$ cat src/include/gca_pkg.sv
// Shared constants and types for the gated count acquisition sequencer.
package gca_pkg;
  localparam int NCH            = 8;
  localparam int CW             = 32;
  localparam int WORDS          = NCH + 1;
  localparam int AW             = 4;
  localparam int IDXW           = 27;
  localparam int CLK_NS         = 25;
  localparam int US_NS          = 1000;
  localparam int US_CYC         = US_NS / CLK_NS;
  localparam int OFF_ZERO_NS    = 200;
  localparam int OFF_ZERO_CYC   = (OFF_ZERO_NS / CLK_NS) < 1 ? 1 : (OFF_ZERO_NS / CLK_NS);
  localparam logic [16:0] FINAL_MAX   = 17'h1869f;
  localparam logic [16:0] FINAL_RESET = 17'h00000;
  localparam int FINAL_SCALE    = 1000;
  localparam logic [31:0] SNAP_BYTES  = 32'(WORDS * 4);
  localparam logic [31:0] RUN_RESET   = 32'h00004e20;
  localparam logic [31:0] OFF_RESET   = 32'h00004e20;
  localparam logic [39:0] DEFAULT_PREFIX = 40'h646174615f;
  localparam logic [7:0]  ASCII_ZERO  = 8'h30;
  localparam logic [11:0] SEQ_RESET   = 12'h001;

  typedef enum logic [5:0] {
    ST_IDLE     = 6'b000001,
    ST_LEVEL    = 6'b000010,
    ST_EDGE_ARM = 6'b000100,
    ST_EDGE_RUN = 6'b001000,
    ST_TMR_RUN  = 6'b010000,
    ST_TMR_OFF  = 6'b100000
  } acq_state_e;

  typedef enum logic [2:0] {
    CS_OFF   = 3'h0,
    CS_LEVEL = 3'h1,
    CS_TIMER = 3'h2,
    CS_EDGE  = 3'h3,
    CS_CONV  = 3'h4
  } capture_state_e;
endpackage : gca_pkg

$ cat src/verilog/microsecond_tick.sv
// Divider that gives a one-cycle enable pulse every microsecond.
`timescale 1ns/10ps
`default_nettype none
module microsecond_tick
  import gca_pkg::*;
(
  // Clock and reset
  input  wire logic clk_sys,
  input  wire logic nrst,
  // Control
  input  wire logic restart,
  output logic      tick
);
  typedef struct packed {
    logic [5:0] cnt;
  } tick_s;

  tick_s s_r;
  tick_s s_nxt;

  always_comb
  begin
    s_nxt = s_r;
    if (restart || s_r.cnt == 6'(US_CYC - 1))
      s_nxt.cnt = 6'h00;
    else
      s_nxt.cnt = s_r.cnt + 6'h01;
  end

  assign tick = !restart && (s_r.cnt == 6'(US_CYC - 1));

  always_ff @(posedge clk_sys or negedge nrst)
  begin
    if (!nrst)
      s_r <= '0;
    else
      s_r <= s_nxt;
  end
endmodule : microsecond_tick
`default_nettype wire

$ cat src/verilog/snapshot_store.sv
// Snapshot memory: all words written at once, read one word per cycle.
`timescale 1ns/10ps
`default_nettype none
module snapshot_store
  import gca_pkg::*;
(
  // Clock and reset
  input  wire logic                      clk_sys,
  input  wire logic                      nrst,
  // Parallel write
  input  wire logic                      capture,
  input  wire logic [WORDS-1:0][CW-1:0]  wr_words,
  // Registered read
  input  wire logic [AW-1:0]             rd_addr,
  output logic      [CW-1:0]             rd_data
);
  typedef struct packed {
    logic [WORDS-1:0][CW-1:0] mem;
    logic [CW-1:0]            rd;
  } store_s;

  store_s s_r;
  store_s s_nxt;

  always_comb
  begin
    s_nxt = s_r;
    if (capture)
      s_nxt.mem = wr_words;
    // Reads see the contents from before this edge; the reader waits a cycle.
    s_nxt.rd = (rd_addr < AW'(WORDS)) ? s_r.mem[rd_addr] : '0;
  end

  assign rd_data = s_r.rd;

  always_ff @(posedge clk_sys or negedge nrst)
  begin
    if (!nrst)
      s_r <= '0;
    else
      s_r <= s_nxt;
  end
endmodule : snapshot_store
`default_nettype wire

$ cat src/verilog/gated_count_acquisition.sv
// Acquisition sequencer: gated channel counters and snapshot output stream.
//
// Summary of operation
// - Level-gate mode counts while gate high, snapshots on every gate falling edge.
// - Edge-gate mode starts at first falling edge, then counts continuously.
// - Edge-gate mode takes each snapshot at the following rising gate edge.
// - File label is eight characters; longer names are cut to eight.
// - Without a given label a sequential default label is generated and reported.
// - Final sample number 0 to 99999 in thousands, readable back.
// - Acquisition stops itself when stored snapshots reach the final number.
// - Accumulated data size is tracked with the stored snapshots.
// - After reset every mode is stopped until its start command.
// - Start stores snapshots from current to end index, paced by the mode event.
// - Stop halts counting and acquisition at once in every mode.
// - Timer-gate mode paces snapshots from programmed run and off durations.
// - Run duration 1 to 4294967295 microseconds, readable back.
// - Off duration 0 to 4294967295 microseconds; zero gives an off interval of about 200ns.
// - In timer-gate mode the external gate still qualifies counting.
// - Gate polarity selectable positive or negative, positive after reset.
// - Capture state query reports level, timer, edge, conversion or off.
`timescale 1ns/10ps
`default_nettype none
module gated_count_acquisition
  import gca_pkg::*;
#(
  // Arbitrary value, not tied to any real hardware revision.
  parameter logic [7:0] HW_REVISION = 8'h01
)
(
  // Clock and reset
  input  wire logic                 clk_sys,
  input  wire logic                 nrst,
  // Count inputs and external gate
  input  wire logic [NCH-1:0]       count_pulse,
  input  wire logic                 gate_in,
  // Commands
  input  wire logic                 set_file_label,
  input  wire logic [63:0]          file_label_data,
  input  wire logic                 set_final_sample_number,
  input  wire logic [16:0]          final_sample_data,
  input  wire logic                 set_timer_run_duration,
  input  wire logic                 set_timer_off_duration,
  input  wire logic [31:0]          duration_data,
  input  wire logic                 set_gate_polarity,
  input  wire logic                 gate_polarity_neg,
  input  wire logic                 start_level_gate_capture,
  input  wire logic                 start_edge_gate_capture,
  input  wire logic                 start_timer_gate_capture,
  input  wire logic                 stop_capture,
  input  wire logic                 hex_conv_busy,
  // Query results
  output logic      [63:0]          query_file_label,
  output logic      [16:0]          query_final_sample_number,
  output logic      [31:0]          query_timer_run_duration,
  output logic      [31:0]          query_timer_off_duration,
  output logic      [2:0]           query_capture_state,
  output logic      [7:0]           query_hardware_revision,
  output logic                      gate_negative,
  output logic      [IDXW-1:0]      samples_stored,
  output logic      [31:0]          data_size_bytes,
  // Snapshot stream
  output logic                      snap_valid,
  input  wire logic                 snap_ready,
  output logic      [CW-1:0]        snap_word,
  output logic                      snap_last
);
  typedef struct packed {
    acq_state_e               st;
    logic                     gate_d;
    logic                     pol_neg;
    logic [63:0]              label;
    logic                     label_set;
    logic [11:0]              seq;
    logic [16:0]              final_n;
    logic [31:0]              run_dur;
    logic [31:0]              off_dur;
    logic [31:0]              phase;
    logic [3:0]               off_cyc;
    logic [NCH-1:0][CW-1:0]   cnt;
    logic [CW-1:0]            tmr;
    logic [IDXW-1:0]          sample_idx;
    logic [31:0]              bytes;
    logic                     out_prime;
    logic                     out_busy;
    logic [AW-1:0]            out_idx;
  } acq_s;

  acq_s                     s_r;
  acq_s                     s_nxt;
  logic                     gate_act;
  logic                     count_en;
  logic                     us_tick;
  logic                     tick_restart;
  logic                     capture;
  logic [IDXW-1:0]          end_idx;
  logic [NCH-1:0][CW-1:0]   cnt_step;
  logic [WORDS-1:0][CW-1:0] wr_words;
  logic                     any_start;
  logic                     capture_store;

  assign gate_act = gate_in ^ s_r.pol_neg;
  assign end_idx  = IDXW'(32'(s_r.final_n) * 32'(FINAL_SCALE));
  assign any_start = start_level_gate_capture || start_edge_gate_capture ||
                     start_timer_gate_capture;

  always_comb
  begin
    unique case (s_r.st)
      ST_LEVEL:    count_en = gate_act;
      ST_EDGE_RUN: count_en = 1'b1;
      ST_TMR_RUN:  count_en = gate_act;
      default:     count_en = 1'b0;
    endcase
  end

  genvar gi;
  generate
    for (gi = 0; gi < NCH; gi++)
    begin : g_chan
      assign cnt_step[gi] = s_r.cnt[gi] + CW'(count_en && count_pulse[gi]);
      assign wr_words[gi] = s_r.cnt[gi];
    end
  endgenerate
  assign wr_words[NCH] = s_r.tmr;

  always_comb
  begin
    s_nxt        = s_r;
    capture      = 1'b0;
    tick_restart = 1'b0;
    s_nxt.gate_d = gate_act;
    s_nxt.cnt    = cnt_step;
    if (count_en && us_tick)
      s_nxt.tmr = s_r.tmr + 32'h1;

    // Settings are frozen while a run is in progress so a snapshot stays consistent.
    if (s_r.st == ST_IDLE)
    begin
      if (set_file_label)
      begin
        s_nxt.label      = file_label_data;
        s_nxt.label_set  = 1'b1;
        s_nxt.sample_idx = '0;
        s_nxt.bytes      = '0;
      end
      if (set_final_sample_number && final_sample_data <= FINAL_MAX)
        s_nxt.final_n = final_sample_data;
      if (set_timer_run_duration && duration_data != 32'h0)
        s_nxt.run_dur = duration_data;
      if (set_timer_off_duration)
        s_nxt.off_dur = duration_data;
      if (set_gate_polarity)
        s_nxt.pol_neg = gate_polarity_neg;
    end

    unique case (s_r.st)
      ST_IDLE:
      begin
        if (any_start && !stop_capture && s_r.sample_idx < end_idx)
        begin
          s_nxt.cnt     = '0;
          s_nxt.tmr     = '0;
          s_nxt.phase   = '0;
          s_nxt.off_cyc = '0;
          tick_restart  = 1'b1;
          // A fresh file starts its size from zero; a resumed one keeps adding.
          if (s_r.sample_idx == '0)
            s_nxt.bytes = '0;
          if (start_level_gate_capture)
            s_nxt.st = ST_LEVEL;
          else if (start_edge_gate_capture)
            s_nxt.st = ST_EDGE_ARM;
          else
            s_nxt.st = ST_TMR_RUN;
        end
      end
      ST_LEVEL:
        capture = s_r.gate_d && !gate_act;
      ST_EDGE_ARM:
        if (s_r.gate_d && !gate_act)
          s_nxt.st = ST_EDGE_RUN;
      ST_EDGE_RUN:
        capture = !s_r.gate_d && gate_act;
      ST_TMR_RUN:
      begin
        if (us_tick)
        begin
          if (s_r.phase + 32'h1 >= s_r.run_dur)
          begin
            capture     = 1'b1;
            s_nxt.phase = '0;
            s_nxt.st    = ST_TMR_OFF;
          end
          else
            s_nxt.phase = s_r.phase + 32'h1;
        end
      end
      ST_TMR_OFF:
      begin
        if (s_r.off_dur == 32'h0)
        begin
          // Zero off time is a short fixed gap in clock cycles.
          if (s_r.off_cyc == 4'(OFF_ZERO_CYC - 1))
          begin
            s_nxt.off_cyc = '0;
            s_nxt.st      = ST_TMR_RUN;
            tick_restart  = 1'b1;
          end
          else
            s_nxt.off_cyc = s_r.off_cyc + 4'h1;
        end
        else if (us_tick)
        begin
          if (s_r.phase + 32'h1 >= s_r.off_dur)
          begin
            s_nxt.phase = '0;
            s_nxt.st    = ST_TMR_RUN;
          end
          else
            s_nxt.phase = s_r.phase + 32'h1;
        end
      end
    endcase

    // A snapshot arriving while the last one still streams out is dropped;
    // the minimum period required of the gate source prevents this.
    if (capture && !s_r.out_busy && !s_r.out_prime && !stop_capture)
    begin
      s_nxt.out_prime  = 1'b1;
      s_nxt.sample_idx = s_r.sample_idx + IDXW'(1);
      s_nxt.bytes      = s_r.bytes + SNAP_BYTES;
      if (s_r.sample_idx + IDXW'(1) >= end_idx)
      begin
        s_nxt.st         = ST_IDLE;
        s_nxt.sample_idx = '0;
        s_nxt.label_set  = 1'b0;
        if (!s_r.label_set)
        begin
          s_nxt.seq[3:0] = s_r.seq[3:0] + 4'h1;
          if (s_r.seq[3:0] == 4'h9)
          begin
            s_nxt.seq[3:0] = 4'h0;
            s_nxt.seq[7:4] = s_r.seq[7:4] + 4'h1;
            if (s_r.seq[7:4] == 4'h9)
            begin
              s_nxt.seq[7:4]  = 4'h0;
              s_nxt.seq[11:8] = (s_r.seq[11:8] == 4'h9) ? 4'h0 : s_r.seq[11:8] + 4'h1;
            end
          end
        end
      end
    end

    if (stop_capture)
    begin
      s_nxt.st    = ST_IDLE;
      s_nxt.cnt   = s_r.cnt;
      s_nxt.tmr   = s_r.tmr;
      s_nxt.phase = '0;
    end

    if (s_r.out_prime)
    begin
      s_nxt.out_prime = 1'b0;
      s_nxt.out_busy  = 1'b1;
      s_nxt.out_idx   = '0;
    end
    else if (s_r.out_busy && snap_ready)
    begin
      if (s_r.out_idx == AW'(NCH))
        s_nxt.out_busy = 1'b0;
      else
        s_nxt.out_idx = s_r.out_idx + AW'(1);
    end
  end

  assign capture_store = capture && !s_r.out_busy && !s_r.out_prime && !stop_capture;

  microsecond_tick u_tick (
    .clk_sys (clk_sys),
    .nrst    (nrst),
    .restart (tick_restart),
    .tick    (us_tick)
  );

  // The store is loaded at the same edge as the capture decision, from the registered counts.
  snapshot_store u_store (
    .clk_sys  (clk_sys),
    .nrst     (nrst),
    .capture  (capture_store),
    .wr_words (wr_words),
    .rd_addr  (s_nxt.out_idx),
    .rd_data  (snap_word)
  );

  always_comb
  begin
    if (s_r.label_set)
      query_file_label = s_r.label;
    else
      query_file_label = {DEFAULT_PREFIX,
                          ASCII_ZERO + {4'h0, s_r.seq[11:8]},
                          ASCII_ZERO + {4'h0, s_r.seq[7:4]},
                          ASCII_ZERO + {4'h0, s_r.seq[3:0]}};
  end

  always_comb
  begin
    unique case (s_r.st)
      ST_LEVEL:                query_capture_state = CS_LEVEL;
      ST_EDGE_ARM, ST_EDGE_RUN: query_capture_state = CS_EDGE;
      ST_TMR_RUN, ST_TMR_OFF:  query_capture_state = CS_TIMER;
      default:
        query_capture_state = (hex_conv_busy || s_r.out_busy || s_r.out_prime) ?
                              CS_CONV : CS_OFF;
    endcase
  end

  assign query_final_sample_number = s_r.final_n;
  assign query_timer_run_duration  = s_r.run_dur;
  assign query_timer_off_duration  = s_r.off_dur;
  assign query_hardware_revision   = HW_REVISION;
  assign gate_negative             = s_r.pol_neg;
  assign samples_stored            = s_r.sample_idx;
  assign data_size_bytes           = s_r.bytes;
  assign snap_valid                = s_r.out_busy;
  assign snap_last                 = s_r.out_busy && (s_r.out_idx == AW'(NCH));

  always_ff @(posedge clk_sys or negedge nrst)
  begin
    if (!nrst)
    begin
      s_r         <= '0;
      s_r.st      <= ST_IDLE;
      s_r.seq     <= SEQ_RESET;
      s_r.final_n <= FINAL_RESET;
      s_r.run_dur <= RUN_RESET;
      s_r.off_dur <= OFF_RESET;
    end
    else
      s_r <= s_nxt;
  end
endmodule : gated_count_acquisition
`default_nettype wire

$ cat config.mk
export PLATFORM = sky130hd
export DESIGN_NAME = gated_count_acquisition
export DESIGN_NICKNAME = d
export VERILOG_FILES = /design/src/include/gca_pkg.sv /design/src/verilog/microsecond_tick.sv /design/src/verilog/snapshot_store.sv /design/src/verilog/gated_count_acquisition.sv
export SDC_FILE = /design/constraint.sdc
export NUM_CORES = 2
export LEC_CHECK = 0
export BUFFER_PORTS_ARGS = -buffer_cell sky130_fd_sc_hd__buf_2
export CORE_AREA = 2 2 401 403
export DETAILED_ROUTE_END_ITERATION = 8
export DIE_AREA = 0 0 403 405
export HOLD_SLACK_MARGIN = 0.1
export MAX_ROUTING_LAYER = met4
export PLACE_DENSITY = 0.58
export SLEW_MARGIN = 20
export SYNTH_ARGS = -nofsm -noshare
export SYNTH_HDL_FRONTEND = slang
export SYNTH_SLANG_ARGS = --single-unit
$ cat constraint.sdc
create_clock -name clk_sys -period 6.55 [get_ports clk_sys]
set_input_delay 1.31 -clock clk_sys [delete_from_list [all_inputs] [get_ports clk_sys]]
set_output_delay 1.31 -clock clk_sys [all_outputs]
set_load 0.005 [all_outputs]
Word-level counts from Yosys, hierarchy flattened
Cells that the tools add are included.
{"block": "word_totals", "reg_bits": 881, "inputBits": 136, "wordCells": 206}
{"block": "classes", "addsub": 21, "n_mul": 1, "magnitude_cmp": 7, "n_eq_ne": 18, "n_mux": 62, "bitwise_logic": 2, "reduce_logical": 57}
{"op": "$mux 32", "count": 12}
{"op": "$mux 324", "count": 1}
{"op": "$mux 288", "count": 1}
{"op": "$add 32x1->32", "count": 8}
{"op": "$bmux 32 s4", "count": 1}
{"op": "$mux 59", "count": 2}
{"op": "$pmux 32 s3", "count": 1}
{"op": "$mux 6", "count": 12}
{"op": "$add 32x1->32 const B", "count": 2}
{"op": "$ge 32x32->1", "count": 2}
{"op": "$mux 64", "count": 1}
{"op": "$mux 60", "count": 1}
{"op": "$add 32x6->32 const B", "count": 1}
{"op": "$logic_not 32->1", "count": 1}
{"op": "$reduce_bool 32->1", "count": 1}
{"op": "$add 27x1->27 const B", "count": 1}
{"op": "$ge 27x27->1", "count": 1}
{"op": "$logic_not 27->1", "count": 1}
{"op": "$lt 27x27->1", "count": 1}
{"op": "$mux 27", "count": 1}
{"op": "$mux 13", "count": 2}
{"op": "$mul 17x7->24 const B", "count": 1}
{"op": "$mux 12", "count": 2}
{"op": "$pmux 6 s4", "count": 1}
{"op": "39 further kinds", "count": 110}

Depth between registers and ports, before layout
{"block": "depth", "ltp_word": 15, "depth_mapped": 30, "ltp_nobuf": 29}

Cells and area by module
A second synthesis with hierarchy kept.
{"block": "hier_totals", "hier_cells": 4579, "hier_area_um2": 48028.6}
{"mod": "gated_count_acquisition", "instances": 1, "cells_per_inst": 3591, "area_per_inst_um2": 33415.8}
{"mod": "snapshot_store", "instances": 1, "cells_per_inst": 963, "area_per_inst_um2": 14341.3}
{"mod": "microsecond_tick", "instances": 1, "cells_per_inst": 25, "area_per_inst_um2": 271.5}

Least setup slack after synthesis
No wires, ideal clock.
{"block": "synth_path", "path_type": "flip-flop to flip-flop", "start": "register s_r (netlist bit query_final_sample_number[6])", "end": "register s_r[479] (netlist bit)", "setup_time_ns": 0.127, "arrival_ns": 7.028, "t_required_ns": 6.423, "setup_slack_ns": -0.605, "path_stages_with_launch": 30, "n_path_buf": 0, "synth_period_minus_slack_ns": 7.155, "path_cell_list": "dfrtp_1 -> inv_1 -> fa_1 -> fa_1 -> fa_1 -> fa_1 -> inv_1 -> ha_1 -> a211oi_1 -> nor2_2 -> nor2_1 -> nor2_1 -> a221o_1 -> or4_1 -> nand3_1 -> nand3_1 -> nor2_1 -> xor2_1 -> ha_1 -> and3_1 -> nand3_1 -> or4_1 -> nand3_1 -> o21ai_1 -> a21oi_1 -> o31a_2 -> o2111ai_4 -> nor4_4 -> nand3_1 -> mux2_1"}
{"block": "synth_between", "elab_chain_cells": 13, "elab_cells_between_ends": 14, "classes_between": "1 x mul; 2 x order compare; 4 x mux; 7 x reduce/logical"}
{"item": "start, declared", "line_no": "gated_count_acquisition.sv:88", "rtl": "acq_s s_r;"}
{"item": "start signal, assigned", "line_no": "gated_count_acquisition.sv:341", "rtl": "s_r <= s_nxt;"}
{"item": "$mul 17x7->24 (*)", "line_no": "gated_count_acquisition.sv:102", "rtl": "assign end_idx = IDXW'(32'(s_r.final_n) * 32'(FINAL_SCALE));"}
{"item": "$lt 27x27->1", "line_no": "gated_count_acquisition.sv:159", "rtl": "if (any_start && !stop_capture && s_r.sample_idx < end_idx)"}
{"item": "$logic_and 1x1->1", "line_no": "gated_count_acquisition.sv:159"}
{"item": "$mux 1", "line_no": "gated_count_acquisition.sv:159"}
{"item": "$pmux 1 s2", "line_no": "gated_count_acquisition.sv:156", "rtl": "unique case (s_r.st)"}
{"item": "$logic_not 1->1", "line_no": "microsecond_tick.sv:30", "rtl": "assign tick = !restart && (s_r.cnt == 6'(US_CYC - 1));"}
{"item": "$logic_and 1x1->1", "line_no": "microsecond_tick.sv:30"}
{"item": "$mux 1", "line_no": "gated_count_acquisition.sv:186", "rtl": "if (us_tick)"}
{"item": "$pmux 1 s3", "line_no": "gated_count_acquisition.sv:156"}
{"item": "$logic_and 1x1->1 (3 in a row)", "line_no": "gated_count_acquisition.sv:227", "rtl": "if (capture && !s_r.out_busy && !s_r.out_prime && !stop_capture)"}
{"item": "$reduce_and 5->1 (no source line) (*)"}
Mark *: on every way between the ends. The rest lies on a longest branch, timed or not.
A chain may end at the register's enable or synchronous reset.

Final worst setup path
{"block": "layout_path", "start": "register s_r (netlist bit query_final_sample_number[1])", "end": "register s_r[84] (netlist bit)"}
{"block": "layout_between", "elab_chain_cells": 11}
{"item": "$mul 17x7->24 (*)", "line_no": "gated_count_acquisition.sv:102"}
{"item": "$lt 27x27->1 (*)", "line_no": "gated_count_acquisition.sv:159"}
{"item": "$logic_and 1x1->1 (*)", "line_no": "gated_count_acquisition.sv:159"}
{"item": "$mux 1", "line_no": "gated_count_acquisition.sv:159"}
{"item": "$pmux 1 s2", "line_no": "gated_count_acquisition.sv:156"}
{"item": "$logic_not 1->1", "line_no": "microsecond_tick.sv:30"}
{"item": "$logic_and 1x1->1", "line_no": "microsecond_tick.sv:30"}
{"item": "$logic_and 1x1->1", "line_no": "gated_count_acquisition.sv:133", "rtl": "if (count_en && us_tick)"}
{"item": "$mux 32", "line_no": "gated_count_acquisition.sv:133"}
{"item": "$mux 324", "line_no": "gated_count_acquisition.sv:159"}
{"item": "$mux 288 (*)", "line_no": "gated_count_acquisition.sv:156"}
Mark *: on every way between the ends. The rest lies on a longest branch, timed or not. The select of a mux whose other input is x is not followed.

==> results list <==
- CTS sink cnt: 881
- Met2 routed WL: around 59000 um
* Worst EP arrival: ~7600 ps
* Last weighted congestion value of the routability-driven placer: 0.867
- Of the available clock period, the critical path in the final layout requires 1.06.
- The tool flagged a number of max-cap violations equal to 0.
- Final hold analysis gives a worst-case slack of around 460 ps.
- The count of final max-slew check failures was 0.
- Failing checks: setup timing
- For the worst setup path, the data required time is roughly 7200 ps.
- TritonCTS created 100 clock buffers.
* Min-Delay Path Depth: 1
- The initial antenna violation count was 18.
* Commonest non-fill, non-tap cell in the layout: sky130_fd_sc_hd__dfrtp_1
- STA classifies the critical path endpoint as a flop.
* Global-route wire length before repair: roughly 200000 um
- Grt ovf: 0
* HPWL after detailed placement: 89300 um
* Overall routed net length: about 130000 um
- Footprint of the flip-flops and latches: between 20000 and 25000 um^2
- The detail route stage leaves a number of antenna-violating nets equal to 0.
- STA classifies the critical path startpoint as a flop.
- Number of enable flip-flop cells after synthesis: 0
* Detail Route met3 WL: 4570 um
- In the synthesized netlist the dominant register cell turns out to be sky130_fd_sc_hd__dfrtp_1.
* Slowest stage cell, crit path: sky130_fd_sc_hd__fa_1
* Unrepaired setup endpoints after global routing: true
- Of the post-synthesis cell area, the dominant cell type holds 0.459.
- Top area cells in the synthesized netlist: sky130_fd_sc_hd__dfrtp_1 46%, sky130_fd_sc_hd__mux2_2 10%, sky130_fd_sc_hd__ha_1 4.9%, sky130_fd_sc_hd__xor2_1 3.4%, sky130_fd_sc_hd__nor2_1 3.1%
* Cell taking the most area after synthesis: sky130_fd_sc_hd__dfrtp_1
- After detailed routing, the average wire length per cell comes to about 18 um.
- The core region is ~160000 um^2.
- CP Class: reg2reg
- In this run the tightest slew margin relative to its limit is 0.311.
* Number of iterations in the first detailed-routing pass: 7
- In this run, the number of DRC markers left after iteration 0 of detailed routing was just over 2000.
* Syn. warnings: 0
- Most frequent cells in the layout: 866 x sky130_fd_sc_hd__dfrtp_1, 424 x sky130_fd_sc_hd__mux2_2, 388 x sky130_fd_sc_hd__nor2_1
- Final net count: just over 5000
* Chip Width: between 400 and 500 um
* Die Y-Extent: 405 um
- Dividing the detail-routed via count by the number of cells gives roughly 4.8.
- After synthesis, the mean cell area works out to about 11 um^2.
- Crit path launch: query_final_sample_number[1]$_DFFE_PN0P_
- The flow ran to the end, but the final reports show violations.
- In this design, the critical path's most frequently occurring cell is sky130_fd_sc_hd__fa_1.
* Vias after detailed routing: approximately 33000
- The root buffer cell chosen for the clock tree is sky130_fd_sc_hd__clkbuf_16.
- Worst Max-Slew Pin Slew: 1030 ps
* CTS clock-pin slew for the worst setup and hold paths: 60 ps
- Worst Skew: between 60 and 70 ps
- The number of global-route vias before repair came to between 30000 and 40000.
- # H-tree levels: 3
* Overall track demand over capacity in global routing: 0.156
- Counting cells, the worst reg-to-reg path comes to 29.
- Post-Syn Instances: ~4400
- Critical path peak fanout: 7
- The synthesized design contains 881 register bits.
* Clock insertion delay at the later pin of the skew report: 730 ps
- Period minus WS final: roughly 7000 ps
- Entering global routing, the biggest net connects ~170 pins.
- Across all setup checks in the final design, the least slack found is -415 ps.
* Layout cell share with drive strength beyond 1: 0.285
* Crit path largest cell delay: 560 ps
- The hold violation total from the final report came to 0.
- Die footprint: roughly 160000 um^2
* Mapped Area: about 47000 um^2
- Final setup violation count: 408
- Area occupied by multi-input gates: 23200 um^2
- Std-Cell Rows: approximately 150
- Area growth syn-to-layout: 18.6%
* Met1 wire length: between 50000 and 60000 um
- Static timing analysis puts the maximum clock frequency at around 0.14 GHz.
* Highest metal used: met4
- Register area share after synthesis: 0.465
- Clock tree from TritonCTS: done
- Class of the most critical hold timing path: reg2reg
* Number of top-level pins: around 390
* Netlist cell types: 88
* Hold_sp: u_tick.s_r[0]$_DFF_PN0_
- Detailed-route DRC error count: 0
* Share of synthesized flip-flops with an asynchronous set or reset: 1.00
- Clock tree buffer depth: 3
- Initial standard-cell utilization of the core: 0.298
- In this run the critical register-to-register path is launched from query_final_sample_number[1]$_DFFE_PN0P_.
- After filler insertion, the fill cell instance count of the layout stands at about 16000.
* Count of buffers from port buffering: between 300 and 400
metal layers:
layer | track usage | vias up
met5 | - | -
met4 | 0.0424 | 0
met3 | 0.0233 | 167
met2 | 0.242 | 514
met1 | 0.212 | 16624
li1 | - | 15623
synthesized netlist by cell type, types with 5 or more instances:
cell and count:
sky130_fd_sc_hd__dfrtp_1 869, sky130_fd_sc_hd__mux2_2 424, sky130_fd_sc_hd__nor2_1 395, sky130_fd_sc_hd__nand2_1 330, sky130_fd_sc_hd__inv_1 198, sky130_fd_sc_hd__nand3_1 192
sky130_fd_sc_hd__ha_1 186, sky130_fd_sc_hd__xor2_1 184, sky130_fd_sc_hd__buf_4 181, sky130_fd_sc_hd__o21ai_0 151, sky130_fd_sc_hd__xnor2_1 150, sky130_fd_sc_hd__mux2i_1 131
sky130_fd_sc_hd__a21oi_1 101, sky130_fd_sc_hd__and3_1 92, sky130_fd_sc_hd__clkbuf_1 83, sky130_fd_sc_hd__nand4_1 76, sky130_fd_sc_hd__buf_2 70, sky130_fd_sc_hd__fa_1 58
sky130_fd_sc_hd__and2_1 57, sky130_fd_sc_hd__nand2b_1 40, sky130_fd_sc_hd__a21o_1 33, sky130_fd_sc_hd__mux4_2 32, sky130_fd_sc_hd__nor2b_1 32, sky130_fd_sc_hd__nor3_1 32
sky130_fd_sc_hd__nor4_1 29, sky130_fd_sc_hd__or3_1 21, sky130_fd_sc_hd__o211ai_1 20, sky130_fd_sc_hd__a22o_1 19, sky130_fd_sc_hd__buf_1 19, sky130_fd_sc_hd__and4_1 15
sky130_fd_sc_hd__nand4b_1 14, sky130_fd_sc_hd__or4_1 14, sky130_fd_sc_hd__dfstp_2 12, sky130_fd_sc_hd__nor3b_1 12, sky130_fd_sc_hd__a31oi_1 9, sky130_fd_sc_hd__o31ai_1 8
sky130_fd_sc_hd__a211oi_1 6, sky130_fd_sc_hd__o21a_1 5
area by class of cell:
cell class / instances / area share
well taps: 2086 / 0.0464
inverters: 199 / 0.0135
clock buffers: 142 / 0.0507
repair buffers: 593 / 0.0758
diodes: 4 / 0.000178
multi-input cells: 2961 / 0.413
flip-flops and latches: 881 / 0.392
clock inverters: 34 / 0.00841
worst paths after layout:
kind | to | slack (ps)
setup / recovery | s_r[84]$_DFFE_PN0N_ | -420
setup reg to reg | s_r[84]$_DFFE_PN0N_ | -420
max in group asynchronous | s_r[244]$_DFFE_PN0N_ | 4430
hold / removal | u_tick.s_r[0]$_DFF_PN0_ | 460
hold reg to reg | u_tick.s_r[0]$_DFF_PN0_ | 460
min in group asynchronous | s_r[181]$_DFFE_PN0N_ | 600
registers in the layout, summed over array words and instances, names as in the netlist, 6 cells and up:
signal,cells
query_timer_run_duration,32
s_r,413
u_tick.s_r,6
u_store.s_r,288
data_size_bytes,32
u_store.rd_data,32
query_timer_off_duration,32
query_final_sample_number,17
samples_stored,27
through the flow:
step / area, um^2 / instances / setup slack (ps) / util / setup TNS, ps
after global placement: 51600 / 6668 / -592 / 0.324 / -116760
after CTS: 55600 / 6877 / -409 / 0.349 / -99760
after floorplan: 47500 / 4394 / -162 / - / -1570
after global routing: 56300 / 6900 / -776 / 0.353 / -261410
after detailed placement: 51600 / 6668 / -587 / 0.324 / -123270
final: 56300 / 6900 / -415 / 0.353 / -112040
worst max-delay path: cells and delay by family, from the launching register on:
kind                     cells  cell delay [ps]
adder cells (fa/ha/maj)      7             2880
AO/OA/AOI/OAI                8             1370
AND/OR/NAND/NOR              7             1320
buffers and inverters        6              710
flip-flops                   1              430
XOR/XNOR                     1              170
cells by family (layout without fill, tap and decap cells):
family	Yosys count	after routing	synth area share
adder cells (fa/ha/maj)	245	245	0.0738
flip-flops	881	881	0.465
XOR/XNOR	335	335	0.0620
multiplexers	590	590	0.144
buffers and inverters	552	968	0.0599
AO/OA/AOI/OAI	401	401	0.0524
AND/OR/NAND/NOR	1382	1382	0.142
other	2	12	0.000158
what timing repair did:
action                                  in CTS  in global routing
endpoints found under the setup margin     408                408
resized for setup                           88                 95
pin swaps                                   55                 63
setup buffers                               27                 12
gates cloned                                 7                  8
hold buffers                                 0                  0
Power is left out: the tool's default activity adds up to more than one toggle a clock period on the data nets, which glitch-free logic cannot reach.
